===== config.mk =====
export PLATFORM = sky130hd
export DESIGN_NAME = wdt_top
export DESIGN_NICKNAME = d
export VERILOG_FILES = /design/src/hdl/wdt_pkg.sv /design/src/hdl/wdt_top.sv
export SDC_FILE = /design/constraint.sdc
export NUM_CORES = 1
export LEC_CHECK = 0
export BUFFER_PORTS_ARGS = -buffer_cell sky130_fd_sc_hd__buf_2
export CORE_AREA = 2 2 96 98
export DETAILED_ROUTE_END_ITERATION = 10
export DIE_AREA = 0 0 98 100
export MAX_ROUTING_LAYER = met4
export PLACE_DENSITY = 0.57
export SLEW_MARGIN = 25
export SYNTH_ARGS = -nofsm -noshare
export SYNTH_HDL_FRONTEND = slang
export SYNTH_SLANG_ARGS = --single-unit

===== constraint.sdc =====
create_clock -name clk_i -period 1.8 [get_ports clk_i]
set_input_delay 0.09 -clock clk_i [delete_from_list [all_inputs] [get_ports clk_i]]
set_output_delay 0.09 -clock clk_i [all_outputs]
set_load 0.01 [all_outputs]

===== src/hdl/wdt_pkg.sv =====
package wdt_pkg;
   localparam logic [3:0] WDT_ADR_CTRL = 4'h0;
   localparam logic [3:0] WDT_ADR_CLOCK_CONTROL = 4'h4;
   localparam logic [3:0] WDT_ADR_TA = 4'h8;
   localparam logic [3:0] WDT_ADR_IRQ_STAT = 4'hC;
   localparam logic [3:0] WDT_ADR_IRQ_MASK = 4'h0;
   localparam int WDT_BIT_RESTART = 0;
   localparam int WDT_BIT_RST_EN = 1;
   localparam int WDT_BIT_CAUSE = 2;
   localparam int WDT_BIT_TOUT = 3;
   localparam int WDT_BIT_INT_EN = 4;
   localparam int WDT_BIT_SEL_LO = 6;
   localparam int WDT_BIT_SEL_HI = 7;
   localparam int WDT_TAP0 = 17;
   localparam int WDT_TAP1 = 20;
   localparam int WDT_TAP2 = 23;
   localparam int WDT_TAP3 = 26;
   localparam int WDT_CNT_W = 27;
   localparam int WDT_GRACE = 512;
   localparam logic [9:0] WDT_GRACE_LAST = 10'h1FF;
   localparam logic [7:0] WDT_TA_KEY1 = 8'hAA;
   localparam logic [7:0] WDT_TA_KEY2 = 8'h55;
   localparam logic [2:0] WDT_TA_WIN = 3'h3;
   localparam logic [7:0] WDT_CTRL_RST = 8'h00;
   localparam logic [1:0] WDT_SEL_RST = 2'h0;
   localparam logic [1:0] WDT_IRQ_RST = 2'h0;
   typedef enum logic [1:0] {
      WDT_TA_IDLE = 2'b00,
      WDT_TA_HALF = 2'b01,
      WDT_TA_OPEN = 2'b10
   } wdt_ta_t;
endpackage : wdt_pkg


===== src/hdl/wdt_top.sv =====
`timescale 1ns/1ps
module wdt_top
   import wdt_pkg::*;
(
   input wire logic clk_i,
   input wire logic rst_i,
   input wire logic pwr_fail_rst_i,
   input wire logic global_int_en_i,
   input wire logic wb_cyc_i,
   input wire logic wb_stb_i,
   input wire logic wb_we_i,
   input wire logic [3:0] wb_adr_i,
   input wire logic [3:0] wb_sel_i,
   input wire logic [31:0] wb_dat_i,
   output logic [31:0] wb_dat_o,
   output logic wb_ack_o,
   output logic wdog_int_o,
   output logic wdog_sys_rst_o,
   output logic irq_o
);

   // bus decode
   logic req;
   logic rd;
   logic wr;
   logic [7:0] wbyte;
   logic hit_ctrl;
   logic hit_clock_control;
   logic hit_ta;
   logic hit_stat;
   logic wr_ctrl;
   logic wr_clock_control;
   logic wr_ta;
   logic wr_stat;
   logic wr_mask;

   // divider chain and grace window
   logic [WDT_CNT_W-1:0] cnt;
   logic [WDT_CNT_W-1:0] next_cnt;
   logic tap_hit;
   logic grace_run;
   logic next_grace_run;
   logic [9:0] grace_cnt;
   logic [9:0] next_grace_cnt;
   logic grace_end;
   logic rst_fire;
   logic restart;

   // timed access
   wdt_ta_t ta_st;
   wdt_ta_t next_ta_st;
   logic [2:0] ta_cnt;
   logic [2:0] next_ta_cnt;
   logic ta_ok;
   logic key1_wr;
   logic key2_wr;

   // register state
   logic [1:0] wdog_interval_sel;
   logic wdog_reset_enable;
   logic wdog_timeout_flag;
   logic wdog_reset_cause_flag;
   logic next_cause;
   logic wdog_int_en;
   logic [1:0] irq_stat;
   logic [1:0] next_irq_stat;
   logic [1:0] irq_mask;
   logic [1:0] irq_clr;

   // output next values
   logic [31:0] next_rdata;
   logic next_int;
   logic next_sys_rst;
   logic next_ack;

   // a request is taken once; ack in flight masks the repeat
   assign req = wb_cyc_i && wb_stb_i && !wb_ack_o;
   assign rd = req && !wb_we_i;
   // every write needs byte lane 0; it carries every control byte but the mask
   assign wr = req && wb_we_i && wb_sel_i[0];
   assign wbyte = wb_dat_i[7:0];

   assign hit_ctrl = (wb_adr_i == WDT_ADR_CTRL);
   assign hit_clock_control = (wb_adr_i == WDT_ADR_CLOCK_CONTROL);
   assign hit_ta = (wb_adr_i == WDT_ADR_TA);
   assign hit_stat = (wb_adr_i == WDT_ADR_IRQ_STAT);

   assign wr_ctrl = wr && hit_ctrl;
   assign wr_clock_control = wr && hit_clock_control;
   assign wr_ta = wr && hit_ta;
   assign wr_stat = wr && hit_stat;
   // mask shares the control word, lane 1
   assign wr_mask = wr && (wb_adr_i == WDT_ADR_IRQ_MASK) && wb_sel_i[1];

   assign key1_wr = wr_ta && (wbyte == WDT_TA_KEY1);
   assign key2_wr = wr_ta && (wbyte == WDT_TA_KEY2);
   assign ta_ok = (ta_st == WDT_TA_OPEN);

   assign restart = wr_ctrl && ta_ok && wbyte[WDT_BIT_RESTART];
   assign grace_end = grace_run && (grace_cnt == WDT_GRACE_LAST);
   // reset enable gates only the reset path; the grace count runs anyway
   assign rst_fire = grace_end && wdog_reset_enable;

   // select one divider tap; longer codes use longer taps
   always_comb begin
      tap_hit = 1'b0;
      case (wdog_interval_sel)
         2'b00: begin
            tap_hit = &cnt[WDT_TAP0-1:0];
         end
         2'b01: begin
            tap_hit = &cnt[WDT_TAP1-1:0];
         end
         2'b10: begin
            tap_hit = &cnt[WDT_TAP2-1:0];
         end
         2'b11: begin
            tap_hit = &cnt[WDT_TAP3-1:0];
         end
         default: begin
            tap_hit = 1'b0;
         end
      endcase
   end

   // the counter never stops; only restart and rst_i clear it
   always_comb begin
      if (restart) begin
         next_cnt = '0;
      end else begin
         next_cnt = cnt + 1'b1;
      end
   end

   always_ff @(posedge clk_i) begin
      if (rst_i) begin
         cnt <= '0;
      end else begin
         cnt <= next_cnt;
      end
   end

   // grace window opens at the tap and lasts 512 clocks
   always_comb begin
      next_grace_run = grace_run;
      next_grace_cnt = grace_cnt;
      if (restart || grace_end) begin
         next_grace_run = 1'b0;
         next_grace_cnt = '0;
      end else if (tap_hit && !grace_run) begin
         next_grace_run = 1'b1;
         next_grace_cnt = '0;
      end else if (grace_run) begin
         next_grace_cnt = grace_cnt + 1'b1;
      end
   end

   always_ff @(posedge clk_i) begin
      if (rst_i) begin
         grace_run <= 1'b0;
         grace_cnt <= '0;
      end else begin
         grace_run <= next_grace_run;
         grace_cnt <= next_grace_cnt;
      end
   end

   // timed access: key1 then key2 to the unlock register, open for a few cycles
   always_comb begin
      next_ta_st = ta_st;
      next_ta_cnt = ta_cnt;
      case (ta_st)
         WDT_TA_IDLE: begin
            if (key1_wr) begin
               next_ta_st = WDT_TA_HALF;
               next_ta_cnt = '0;
            end
         end
         WDT_TA_HALF: begin
            next_ta_cnt = ta_cnt + 1'b1;
            if (key2_wr) begin
               next_ta_st = WDT_TA_OPEN;
               next_ta_cnt = '0;
            end else if (ta_cnt == WDT_TA_WIN) begin
               next_ta_st = WDT_TA_IDLE;
            end
         end
         WDT_TA_OPEN: begin
            next_ta_cnt = ta_cnt + 1'b1;
            // one protected write per unlock, then it closes
            if (wr_ctrl || ta_cnt == WDT_TA_WIN) begin
               next_ta_st = WDT_TA_IDLE;
            end
         end
         default: begin
            next_ta_st = WDT_TA_IDLE;
            next_ta_cnt = '0;
         end
      endcase
   end

   always_ff @(posedge clk_i) begin
      if (rst_i) begin
         ta_st <= WDT_TA_IDLE;
         ta_cnt <= '0;
      end else begin
         ta_st <= next_ta_st;
         ta_cnt <= next_ta_cnt;
      end
   end

   // reset enable is a protected bit
   always_ff @(posedge clk_i) begin
      if (rst_i) begin
         wdog_reset_enable <= WDT_CTRL_RST[WDT_BIT_RST_EN];
      end else if (wr_ctrl && ta_ok) begin
         wdog_reset_enable <= wbyte[WDT_BIT_RST_EN];
      end
   end

   // time-out flag: a tap hit beats a clear written in the same cycle
   always_ff @(posedge clk_i) begin
      if (rst_i) begin
         wdog_timeout_flag <= WDT_CTRL_RST[WDT_BIT_TOUT];
      end else if (tap_hit) begin
         wdog_timeout_flag <= 1'b1;
      end else if (wr_ctrl && ta_ok) begin
         wdog_timeout_flag <= wbyte[WDT_BIT_TOUT];
      end
   end

   // interrupt enable is not protected
   always_ff @(posedge clk_i) begin
      if (rst_i) begin
         wdog_int_en <= WDT_CTRL_RST[WDT_BIT_INT_EN];
      end else if (wr_ctrl) begin
         wdog_int_en <= wbyte[WDT_BIT_INT_EN];
      end
   end

   // cause flag next value; a watchdog reset wins over a software clear
   always_comb begin
      next_cause = wdog_reset_cause_flag;
      if (rst_fire) begin
         next_cause = 1'b1;
      end else if (wr_ctrl && !wbyte[WDT_BIT_CAUSE]) begin
         next_cause = 1'b0;
      end
   end

   // cause flag survives the ordinary reset; only power-fail clears it by hardware
   always_ff @(posedge clk_i) begin
      if (pwr_fail_rst_i) begin
         wdog_reset_cause_flag <= 1'b0;
      end else begin
         wdog_reset_cause_flag <= next_cause;
      end
   end

   always_ff @(posedge clk_i) begin
      if (rst_i) begin
         wdog_interval_sel <= WDT_SEL_RST;
      end else if (wr_clock_control) begin
         wdog_interval_sel <= {wbyte[WDT_BIT_SEL_HI], wbyte[WDT_BIT_SEL_LO]};
      end
   end

   // sticky status: bit0 time-out event, bit1 reset event; write one clears, set wins
   always_comb begin
      irq_clr = 2'b00;
      if (wr_stat) begin
         irq_clr = wbyte[1:0];
      end
      next_irq_stat = (irq_stat & ~irq_clr) | {rst_fire, tap_hit};
   end

   always_ff @(posedge clk_i) begin
      if (rst_i) begin
         irq_stat <= WDT_IRQ_RST;
      end else begin
         irq_stat <= next_irq_stat;
      end
   end

   always_ff @(posedge clk_i) begin
      if (rst_i) begin
         irq_mask <= WDT_IRQ_RST;
      end else if (wr_mask) begin
         irq_mask <= wb_dat_i[9:8];
      end
   end

   always_ff @(posedge clk_i) begin
      if (rst_i) begin
         irq_o <= 1'b0;
      end else begin
         irq_o <= |(irq_stat & irq_mask);
      end
   end

   // interrupt and reset paths never gate each other
   always_comb begin
      next_int = wdog_timeout_flag && wdog_int_en && global_int_en_i;
      next_sys_rst = rst_fire;
      next_ack = req;
   end

   always_ff @(posedge clk_i) begin
      if (rst_i) begin
         wdog_int_o <= 1'b0;
      end else begin
         wdog_int_o <= next_int;
      end
   end

   always_ff @(posedge clk_i) begin
      if (rst_i) begin
         wdog_sys_rst_o <= 1'b0;
      end else begin
         wdog_sys_rst_o <= next_sys_rst;
      end
   end

   // restart always reads back as zero: it only pulses
   always_comb begin
      next_rdata = '0;
      if (rd) begin
         case (wb_adr_i)
            WDT_ADR_CTRL: begin
               next_rdata[WDT_BIT_RESTART] = 1'b0;
               next_rdata[WDT_BIT_RST_EN] = wdog_reset_enable;
               next_rdata[WDT_BIT_CAUSE] = wdog_reset_cause_flag;
               next_rdata[WDT_BIT_TOUT] = wdog_timeout_flag;
               next_rdata[WDT_BIT_INT_EN] = wdog_int_en;
               next_rdata[9:8] = irq_mask;
            end
            WDT_ADR_CLOCK_CONTROL: begin
               next_rdata[WDT_BIT_SEL_HI] = wdog_interval_sel[1];
               next_rdata[WDT_BIT_SEL_LO] = wdog_interval_sel[0];
            end
            WDT_ADR_TA: begin
               next_rdata[0] = ta_ok;
            end
            WDT_ADR_IRQ_STAT: begin
               next_rdata[1:0] = irq_stat;
            end
            default: begin
               next_rdata = '0;
            end
         endcase
      end
   end

   // single-wait slave: ack one cycle after the request, dropped the next cycle
   always_ff @(posedge clk_i) begin
      if (rst_i) begin
         wb_ack_o <= 1'b0;
      end else begin
         wb_ack_o <= next_ack;
      end
   end

   // read data stands only in the ack cycle
   always_ff @(posedge clk_i) begin
      if (rst_i) begin
         wb_dat_o <= '0;
      end else begin
         wb_dat_o <= next_rdata;
      end
   end
endmodule : wdt_top


Word level (Yosys, flattened, before mapping)
Index checks and enable logic that the tools add are counted.

storage, ports and cells
  register bits = 89
  input bits = 47
  latch bits = 0
  output and inout port bits = 36
  memories kept = 0
  logic and storage cells = 104
  RAM bits = 0
  ROM bits = 0

operators by class
  equal/unequal tests = 15
  divide/modulo/power cells = 0
  shift-type cells = 0
  add/sub/neg operators = 3
  multiply operators = 0
  bitwise operators = 7
  multiplexer cells = 16
  reduce and logical (&&, ||, !) cells = 43
  $lt $le $gt $ge = 0

operator list
  cell                   count
  $add 27x1->27 const B  1
  $reduce_and 26->1      1
  $reduce_and 23->1      1
  $logic_and 1x1->1      20
  $reduce_and 20->1      1
  $reduce_and 17->1      1
  $add 10x1->10 const B  1
  $eq 10x9->1 const B    1
  $mux 2                 5
  $pmux 3 s3             1
  $reduce_or 3->1        3
  $eq 4x4->1 const B     2
  $eq 8x7->1 const B     1
  $eq 8x8->1 const B     1
  $reduce_or 2->1        4
  $eq 2x2->1 const B     3
  $mux 3                 2
  $pmux 2 s3             1
  $and 2x2->2            2
  $eq 2x1->1 const B     2
  $eq 4x3->1 const B     1
  $logic_not 1->1        4
  $logic_not 2->1        2
  $logic_not 4->1        1
  14 further kinds       22

Logic depth before layout (Yosys ltp)
Gate-level depths: netlist of run 1.

  word-level depth = 9
  mapped depth = 9
  gate-level depth less buffers = 9

Worst setup path before layout of run 1
OpenSTA, ideal clock, no wires.

  kind = register to register
  start = register cnt[0]
  end = register grace_cnt[1]
  arrival = 1914 ps
  data required time = 1730 ps
  slack = -184 ps
  setup time = 70 ps
  period minus slack after synthesis = 1984 ps
  cell stages (with the launch flop) = 10
  path through = dfxtp_1 > ha_1 > nand3_1 > nor4_1 > and2_1 > ha_1 > and2_1 > a31oi_1 > nand3_1 > a21oi_1

on the way
  longest elaborated chain between the ends = 4
  elaborated cells between the ends (all ways) = 7

ends and longest elaborated chain
  what                                       line            text
  from (decl)                                wdt_top.sv:38   logic [WDT_CNT_W-1:0] cnt;
  from (signal assigned)                     wdt_top.sv:139  cnt <= next_cnt;
  $reduce_and 26->1 (tied with other cells)  wdt_top.sv:118  tap_hit = &cnt[WDT_TAP3-1:0];
  $pmux 1 s4 *                               wdt_top.sv:107  case (wdog_interval_sel)
  $logic_and 1x1->1 *                        wdt_top.sv:150  end else if (tap_hit && !grace_run) begin
  $reduce_or 3->1 (no line) *                n/a
  to (signal assigned)                       wdt_top.sv:164  grace_cnt <= next_grace_cnt;
  to (decl)                                  wdt_top.sv:43   logic [9:0] grace_cnt;

Every way passes the cells marked *; elsewhere a longest branch is shown, timed or not.
A chain may end at the register's enable or synchronous reset.

Worst setup path after layout of run 1
  start = register cnt[0]
  end = register grace_cnt[4]

Same word-level chain as after synthesis.

==> results of run 1 <==
## cell usage after synthesis (2+ instances only)
cell type / count
o21ai_0: 3
and3_1: 12
a21oi_1: 14
nor4_2: 2
and4_1: 3
nor4_1: 2
nor3_1: 6
dfxtp_1: 65
and2_1: 6
buf_2: 4
ha_1: 8
inv_1: 11
nand4_1: 11
xnor2_1: 14
nor4bb_1: 4
nand2_1: 24
nand2b_1: 2
mux2i_1: 4
nor2_1: 47
nand3_1: 20
clkbuf_1: 2
xor2_1: 16
buf_4: 23
or2_1: 2
## what timing repair did
item,CTS,global route
resized for setup,7,6
endpoints found under the setup margin,8,12
setup buffers,3,4
hold buffers,5,0
pin swaps,6,8
endpoints found under the hold margin,5,0
## routing by layer
metal  wire, µm  vias up
li1           -     1273
met1       2971     1138
met2       2973       64
met3        347       13
met4        142        0
met5          0        -
## cell type report
class                   count  area share
clock inverters             6     0.02926
well taps                 111     0.03531
multi-input cells         254      0.4389
inverters                  11     0.01050
repair buffers             74      0.1221
flip-flops and latches     65      0.3314
clock buffers              10     0.03244
## cells in the final DEF, fill, tap and decap left out, drive strengths merged, types with 13 or more instances in the layout
cell,Yosys,routed
buf,27,69
dfxtp,65,65
nor2,47,47
nand2,24,24
conb,1,23
nand3,20,20
xor2,16,16
xnor2,14,14
a21oi,14,14
and3,13,13
nand4,13,13
## through the flow
| stage | instance area [µm²] | cells |
|---|---|---|
| after floorplan | 3212 | 359 |
| after global placement | 3528 | 503 |
| after detailed placement | 3528 | 503 |
| after CTS | 3875 | 527 |
| after global routing | 3934 | 531 |
| final | 3934 | 531 |
## cell families after synthesis
logic type               Yosys count  synth area share
AND/OR/NAND/NOR                  153            0.2806
flip-flops                        65            0.4187
buffers and inverters             40           0.07770
AO/OA/AOI/OAI                     35           0.08858
XOR/XNOR                          30           0.08454
adder cells (fa/ha/maj)            8           0.03221
multiplexers                       5           0.01651
other                              1          0.001207
## flip-flops by register name (all words and copies together) (netlist names)
signal	count
wdog_int_o	1
ta_cnt	3
wdog_sys_rst_o	1
irq_o	1
wb_ack_o	1
wb_dat_o	9
cnt	26
wdog_int_en	1
wdog_timeout_flag	1
irq_stat	2
grace_run	1
grace_cnt	10
wdog_interval_sel	2
ta_st	2
wdog_reset_cause_flag	1
wdog_reset_enable	1
irq_mask	2
## report_power, final
group	leakage (nW)	internal [mW]	switching, mW	total, mW
combinational	1.01	0.0609	0.0897	0.151
sequential	0.525	1.44	0.00517	1.45
clock	0.117	0.927	0.582	1.51
## how the worst min path moves through the flow
stage | startpoint | to | slack, ns | cells after the start
floorplan | rst_i | ta_st[0]$_SDFFE_PP0P_ | 0.16 | 1
global placement | pwr_fail_rst_i | wdog_reset_cause_flag$_SDFFE_PP0P_ | 0.26 | 2
detailed placement | pwr_fail_rst_i | wdog_reset_cause_flag$_SDFFE_PP0P_ | 0.26 | 2
CTS | global_int_en_i | wdog_int_o$_SDFF_PP0_ | 0.003 | 2
global route | global_int_en_i | wdog_int_o$_SDFF_PP0_ | 0.01 | 2
finish | global_int_en_i | wdog_int_o$_SDFF_PP0_ | 0.01 | 2
==> results.py, run 1 <==
metrics = {
    "setup_path": {
        "startpoint": "cnt[0]$_SDFF_PP0_",
        "crit_path_end": "grace_cnt[4]$_SDFFE_PP0P_",
        "path_buf_inv": 0,
        "rrSetupSlack_ns": 0.03,
        "required_ns": 2.03,
        "critical_path_class": "reg2reg",
        "cp_max_fo": 7,
        "critical-path-top-delay-family": "simple AND/OR/NAND/NOR gates",
        "crit_path_end_kind": "flop",
        "worst-path-stages": 9,
        "r2r-start": "cnt[0]$_SDFF_PP0_",
        "slowest_delay_ns": 0.35,
        "r2r-end": "grace_cnt[4]$_SDFFE_PP0P_",
        "cp_slowest_cell": "dfxtp_2",
        "worstPathArrival_ns": 2.00,
        "ff2ff_path_depth": 9,
        "start_kind": "flop",
        "path_cells": "ha_4, nand3_4, nor4_4, and2_4, ha_4, and2_4, a31oi_4, o21bai_4, nor2_1",
    },
    "detailed_routing": {
        "firstDrtPassIters": 4,
        "wirelength_um": 6435,
        "vias": 2488,
        "antenna_left": 0,
        "drt_iter0_markers": 98,
        "via_per_inst": 4.685,
        "avgRoutedWirePerCell_um": 12.12,
        "drc_errors": 0,
    },
    "timing": {
        "fmax_ghz": 0.5653,
        "finalSetupTns_ns": 0,
        "maxSlewViolCount": 0,
        "rsz0062_at_grt": "yes",
        "finalCriticalPeriod_ns": 1.769,
        "fin_crit_sh": 0.9828,
        "whs_ns": 0.01475,
        "layout_setup_ws_ns": 0.03088,
        "setup_viol": 0,
        "hold_violations": 0,
        "fin_skew_ns": 0.01249,
    },
    "yosys": {
        "ys_top_cells_by_area": "dfxtp_1 (42%), nor2_1 (5.7%), buf_4 (5.6%)",
        "synth_flop_cell": "dfxtp_1",
        "avgSynthCellArea_um2": 9.222,
        "yosys_warnings": 0,
        "synth_top_cell_by_area": "dfxtp_1",
        "synth-edff-count": 0,
        "netlist.area_leader.share": 0.4187,
        "synthDistinctLibCells": 56,
        "ys_seq_elements": 65,
        "yosysSeqAreaShare": 0.4187,
        "synth_area_mm2": 0.003108,
        "async_reset_ff_frac": 0,
        "netlist_instances": 337,
    },
    "finish": {
        "diodes": 0,
        "nNetsFinal": 470,
        "post-route-util": 0.4425,
        "areaGrowthSynthToFinish_pct": 26.57,
        "layout-drive-gt1-share": 0.2714,
        "regArea_mm2": 0.001304,
        "multi_input_area_mm2": 0.001727,
        "fill_cells": 868,
    },
    "global_routing": {
        "busiest_layer": "met2",
        "use_met2": 0.2287,
        "use_met3": 0.04248,
        "grt_usage": 0.1402,
        "grt_max_degree": 29,
        "grt_use_met1": 0.1604,
        "grt_pass1_vias": 2380,
        "grt_pass1_wl_um": 10680,
        "antenna_found_initial": 0,
        "globalRoute.totalOverflow": 0,
    },
    "placement": {
        "pre_cts_slack_ns": -0.004806,
        "place.gp.congestion": 0.8027,
        "dp_hpwl_um": 4605,
        "port_buffers": 35,
    },
    "clocking": {
        "cts.htree.levels": 3,
        "clkTransAtPathRegs_ns": 0.08,
        "clock-sinks": 65,
        "clock-root-buffer": "clkbuf_8",
        "worstSkewPairLatency_ns": 0.35,
        "clockBufferDepth": 2,
        "cts_buffers": 9,
        "cts_tree": "yes",
    },
    "die": {
        "fp.dieW_um": 98,
        "ios": 83,
        "start_util": 0.3496,
        "die-area_mm2": 0.009800,
        "core_area_mm2": 0.008890,
        "fp-row-count": 35,
        "die_h_um": 100,
    },
    "power": {
        "p_per_area_mw_per_mm2": 790.6,
        "report.power.total_mw": 3.110,
        "p_leak_nw": 1.654,
        "vdd_ir_drop_max_v": 0.0004125,
    },
    "worst_hold_path": {
        "hold_class": "in2reg",
    },
    "run": {
        "max_cap_violations": 0,
    },
    "run_status": {
        "status": "completed",
    },
}
No activity file was read; power rests on OpenSTA's default activity.
==> run 2, diff against run 1 <==
Settings changed: BUFFER_PORTS_ARGS -buffer_cell sky130_fd_sc_hd__buf_2 to not set, DONT_BUFFER_PORTS set to 1, PLACE_DENSITY 0.57 to 0.48.
==> run 2 against run 1 <==
Net effect: core utilization shrank 0.53 points; critical path depth grew 1; worst setup slack lost 0.016 ns; design area shrank 1.2%; global-route usage grew 0.65 points; first-iteration DRC count shrank 2.0%; clock skew grew 0.00080 ns; largest cell class unchanged; largest power group is now registers; highest routed layer unchanged.
==> results.py, run 2 (synthesis gave the netlist of run 1 again) <==
metrics = {
    "power": {
        "internal-power_mw": 2.288,
        "p_seq_frac": 0.488,
        "report.power.total_mw": 2.975,
        "clkPwrFrac": 0.464,
        "swShare": 0.2310,
        "p_switching_mw": 0.6873,
        "combPwrFrac": 0.048,
        "p_leak_nw": 1.558,
        "vdd_ir_drop_max_v": 0.0003179,
        "p_per_area_mw_per_mm2": 765.6,
    },
    "run": {
        "max_cap_violations": 0,
    },
    "timing": {
        "rsz0062_at_grt": "yes",
        "max_slew_margin": 0.6203,
        "layout_setup_ws_ns": 0.01446,
        "fmax_ghz": 0.5601,
        "finalCriticalPeriod_ns": 1.786,
        "fin_skew_ns": 0.01329,
        "tightest_slew_ns": 0.5676,
        "hold_violations": 0,
        "setup_viol": 0,
        "fin_crit_sh": 0.9920,
        "maxSlewViolCount": 0,
    },
    "setup_path": {
        "rrSetupSlack_ns": 0.01,
        "start_kind": "flop",
        "ff2ff_path_depth": 10,
        "required_ns": 2.02,
        "worstPathArrival_ns": 2.00,
        "r2r-start": "cnt[1]$_SDFF_PP0_",
        "crit_path_end_kind": "flop",
        "r2r-end": "grace_cnt[2]$_SDFFE_PP0P_",
        "cp_max_fo": 5,
        "startpoint": "cnt[1]$_SDFF_PP0_",
        "critical_path_class": "reg2reg",
    },
    "detailed_routing": {
        "firstDrtPassIters": 6,
        "via_per_inst": 4.776,
        "vias": 2431,
        "drt_iter0_markers": 96,
        "drc_errors": 0,
        "wirelength_um": 6793,
        "avgRoutedWirePerCell_um": 13.35,
        "antenna_left": 0,
    },
    "finish": {
        "areaGrowthSynthToFinish_pct": 25.04,
        "regArea_mm2": 0.001304,
        "multi_input_area_mm2": 0.001738,
        "fill_cells": 899,
        "layout-drive-gt1-share": 0.1960,
        "final_cell_mix": "dfxtp_1 (63), nor2_1 (46), buf_4 (30)",
        "nNetsFinal": 448,
        "largest_register": "cnt",
        "largest_registers": "cnt (26), grace_cnt (10), wb_dat_o (9)",
        "final_common_cell": "dfxtp_1",
        "largest_register_ffs": 26,
        "final_cell_count_no_fill": 509,
        "diodes": 0,
    },
    "worst_hold_path": {
        "hold_start": "rst_i",
        "min_to": "wdog_int_o$_SDFF_PP0_",
        "hold_class": "in2reg",
        "hold_path_depth": 2,
    },
    "placement": {
        "dp_hpwl_um": 4502,
        "place.gp.congestion": 0.7639,
        "pre_cts_slack_ns": -0.007579,
        "port_buffers": 0,
        "place_inst": 468,
    },
    "clocking": {
        "cts.htree.levels": 3,
        "clkTransAtPathRegs_ns": 0.08,
        "cts_tree": "yes",
        "clockBufferDepth": 2,
        "worstSkewPairLatency_ns": 0.35,
        "clock-sinks": 65,
        "clock-root-buffer": "clkbuf_8",
        "cts_buffers": 9,
    },
    "die": {
        "ios": 83,
        "die_h_um": 100,
        "die-area_mm2": 0.009800,
        "core_area_mm2": 0.008890,
        "start_util": 0.3496,
        "fp.dieW_um": 98,
        "fp-row-count": 35,
    },
    "global_routing": {
        "grt_usage": 0.1466,
        "grt_pass1_vias": 2322,
        "grt_pass1_wl_um": 10920,
        "grt_max_degree": 29,
        "globalRoute.totalOverflow": 0,
        "antenna_found_initial": 0,
    },
    "run_status": {
        "status": "completed",
    },
}
-- run 2: cell count changes in the layout (fill, tap and decap cells not counted), moves of 2 or more --
cell	before	now
buf_2	35	0
buf_4	34	30
dlygate4sd3_1	5	21
clkinv_2	0	2
-- run 2: worst max-delay path by stage --
stage | slack [ns] | cells past startpoint | end
final | 0.01 | 10 | grace_cnt[2]$_SDFFE_PP0P_
after global routing | -0.14 | 9 | grace_cnt[6]$_SDFFE_PP0P_
after CTS | 0.006 | 9 | grace_cnt[2]$_SDFFE_PP0P_
after detailed placement | -0.008 | 9 | wdog_timeout_flag$_SDFFE_PP0P_
after global placement | -0.007 | 9 | irq_stat[0]$_SDFF_PP0_
after floorplan | 0.03 | 8 | grace_cnt[3]$_SDFFE_PP0P_
-- run 2: power groups by stage --
stage	clock, mW	sequential [mW]	combinational, mW
floorplan	0	1.48	0.108
global placement	0	1.48	0.0895
detailed placement	0	1.48	0.0890
CTS	1.43	1.45	0.112
global route	1.49	1.45	0.159
finish	1.38	1.45	0.143
-- run 2: per-layer routing --
layer	GRT usage	up-vias	routed length (µm)
met1	0.1714	1108	3046
li1	-	1241	-
met4	0.07265	0	205
met5	-	-	0
met3	0.03760	18	331
met2	0.2355	64	3210
-- run 2: what timing repair did --
action                                  in CTS  in global routing
pin swaps                                    0                 14
hold buffers                                11                 10
setup buffers                                0                  4
hold endpoints to repair                    26                 13
resized for setup                            1                 15
endpoints found under the setup margin       5                 15
-- run 2: through the flow --
| step | area, µm² | TNS (ns) | hold WS [ns] | util |
|---|---|---|---|---|
| after floorplan | 3212 | 0 | 0.1589 | - |
| after global placement | 3353 | -0.01645 | 0.1611 | 0.3772 |
| after detailed placement | 3353 | -0.01524 | 0.1642 | 0.3772 |
| after CTS | 3686 | 0 | -0.2183 | 0.4146 |
| after global routing | 3886 | -1.268 | 0.02457 | 0.4372 |
| final | 3886 | 0 | 0.02731 | 0.4372 |
-- run 2: final cells by class --
type / count / share of cell area
inverter: 11 / 0.01062
multi-input combinational: 254 / 0.4472
sequential: 65 / 0.3355
clock inverter: 7 / 0.02415
timing repair buffer: 52 / 0.1149
tap: 111 / 0.03574
clock buffer: 9 / 0.03187
-- run 2: critical path, stage by stage (launching register included) --
cell and delay, ns:
dfxtp_2 0.35, ha_4 0.15, nand3_4 0.09, nor4_4 0.26, and2_1 0.16, ha_2 0.16
and2_4 0.14, a31oi_4 0.05, buf_4 0.18, nand3_1 0.06, a21oi_1 0.06
==> run 3, diff against run 2 <==
Settings changed: SETUP_SLACK_MARGIN set to 0.05.
==> run 3 against run 2 <==
Net effect: global-route usage grew 0.11 points; non-clock buffer count shrank 5; sequential share of layout area grew 0.74 points; clock skew shrank 0.0018 ns; total power shrank 4.3%; maximum frequency grew 5.0%; first-iteration DRC count shrank 31%; wire length shrank 3.5%; combinational power shrank 8%; critical path type unchanged; largest cell class unchanged.
==> results.py, run 3 (synthesis gave the netlist of run 1 again) <==
metrics = {
    "run_status": {
        "status": "completed",
    },
    "setup_path": {
        "cp_max_fo": 7,
        "worstPathArrival_ns": 1.92,
        "critical_path_class": "reg2reg",
        "start_kind": "flop",
        "crit_path_end_kind": "flop",
        "required_ns": 2.02,
    },
    "detailed_routing": {
        "vias": 2380,
        "drt_iter0_markers": 66,
        "firstDrtPassIters": 4,
        "via_per_inst": 4.722,
        "antenna_left": 0,
        "avgRoutedWirePerCell_um": 13.01,
        "drc_errors": 0,
        "wirelength_um": 6556,
    },
    "global_routing": {
        "grt_pass1_vias": 2387,
        "grt_pass1_wl_um": 11200,
        "globalRoute.totalOverflow": 0,
        "grt_usage": 0.1477,
        "grt_max_degree": 29,
        "antenna_found_initial": 0,
    },
    "timing": {
        "maxSlewViolCount": 0,
        "whs_ns": 0.06001,
        "fmax_ghz": 0.5881,
        "max_slew_margin": 0.5874,
        "setup_viol": 0,
        "rsz0062_at_grt": "yes",
        "finalCriticalPeriod_ns": 1.700,
        "fin_skew_ns": 0.01152,
        "fin_crit_sh": 0.9446,
        "tightest_slew_ns": 0.6189,
        "hold_violations": 0,
    },
    "power": {
        "p_leak_nw": 1.546,
        "p_per_area_mw_per_mm2": 743.2,
        "vdd_ir_drop_max_v": 0.0005855,
    },
    "die": {
        "die_h_um": 100,
        "ios": 83,
        "fp.dieW_um": 98,
        "start_util": 0.3496,
        "die-area_mm2": 0.009800,
        "fp-row-count": 35,
        "core_area_mm2": 0.008890,
    },
    "clocking": {
        "clockBufferDepth": 2,
        "clkTransAtPathRegs_ns": 0.07,
        "clock-root-buffer": "clkbuf_8",
        "clock-sinks": 65,
        "cts_buffers": 9,
        "cts.htree.levels": 3,
        "cts_tree": "yes",
        "worstSkewPairLatency_ns": 0.34,
    },
    "finish": {
        "fin_area_mm2": 0.003831,
        "largest_register": "cnt",
        "fill_cells": 893,
        "areaGrowthSynthToFinish_pct": 23.27,
        "nNetsFinal": 443,
        "largest_registers": "cnt (26), grace_cnt (10), wb_dat_o (9)",
        "final_cell_mix": "dfxtp_1 (55), nor2_1 (45), buf_4 (32)",
        "layout-drive-gt1-share": 0.2214,
        "diodes": 0,
        "final_common_cell": "dfxtp_1",
        "largest_register_ffs": 26,
    },
    "placement": {
        "placed_cell_area_mm2": 0.003369,
        "dp_hpwl_um": 4536,
        "port_buffers": 0,
        "place.gp.congestion": 0.7869,
    },
    "worst_hold_path": {
        "hold_class": "in2reg",
    },
    "run": {
        "max_cap_violations": 0,
    },
}
run 3: cell count changes in the layout (fill, tap and decap cells not counted), moves of 2 or more:
| cell | previous run | this run |
|---|---|---|
| dfxtp_2 | 2 | 10 |
| dlygate4sd3_1 | 21 | 14 |
| clkinv_4 | 0 | 2 |
| dfxtp_1 | 63 | 55 |
| buf_4 | 30 | 32 |
run 3: layout make-up:
cell class                      instances  area (µm²)  area share
Clock buffer                           10       137.6     0.03592
Clock inverter                          6       67.56     0.01764
Inverter                               11       41.29     0.01078
Multi-Input combinational cell        254        1739      0.4540
Sequential cell                        65        1314      0.3429
Tap cell                              111       138.9     0.03625
Timing Repair Buffer                   47       392.9      0.1025
run 3: power by group:
part / total [mW] / leakage [nW] / internal, mW / switching, mW
Combinational: 0.131 / 0.919 / 0.0559 / 0.0750
Sequential: 1.45 / 0.529 / 1.44 / 0.00519
Clock: 1.27 / 0.0985 / 0.679 / 0.587
run 3: final timing paths:
| kind | to | start | slack, ns | depth (start not counted) |
|---|---|---|---|---|
| setup / recovery | grace_cnt[5]$_SDFFE_PP0P_ | cnt[3]$_SDFF_PP0_ | 0.1 | 8 |
| hold / removal | wb_dat_o[0]$_SDFF_PP0_ | wb_adr_i[2] | 0.06 | 2 |
| setup reg to reg | grace_cnt[5]$_SDFFE_PP0P_ | cnt[3]$_SDFF_PP0_ | 0.1 | 8 |
| hold reg to reg | ta_cnt[2]$_SDFFE_PP0P_ | ta_cnt[2]$_SDFFE_PP0P_ | 0.47 | 1 |
run 3: per-stage QoR:
stage | setup WS, ns | util | setup TNS, ns | std cells | total power [mW]
floorplan | 0.04403 | - | 0 | 359 | 1.590
global placement | -0.01758 | 0.3790 | -0.02688 | 469 | 1.570
detailed placement | -0.02111 | 0.3790 | -0.06897 | 469 | 1.571
CTS | 0.02061 | 0.4252 | 0 | 503 | 2.906
global route | -0.04011 | 0.4310 | -0.1743 | 504 | 2.986
finish | 0.09966 | 0.4310 | 0 | 504 | 2.847
run 3: metal layers:
metal | share of wire | track usage | vias to the layer above
met5 | 0 | - | -
met4 | 0.0092 | 0.05128 | 0
met3 | 0.056 | 0.05641 | 9
met2 | 0.48 | 0.2392 | 63
met1 | 0.45 | 0.1685 | 1078
li1 | - | - | 1230
run 3: critical path: stages (launching register included):
cell and delay [ns]:
dfxtp_2 0.33, nand4_1 0.17, nor4_4 0.30, and2_1 0.16, ha_1 0.13, and2_4 0.14
a31oi_4 0.05, o21bai_4 0.24, nor2_1 0.06
run 3: timing repair:
item | 4_1_cts | 5_1_grt
hold buffers | 15 | 0
pin swaps | 10 | 5
hold endpoints to repair | 21 | 0
resized for setup | 8 | 15
endpoints found under the setup margin | 12 | 18
setup buffers | 3 | 1
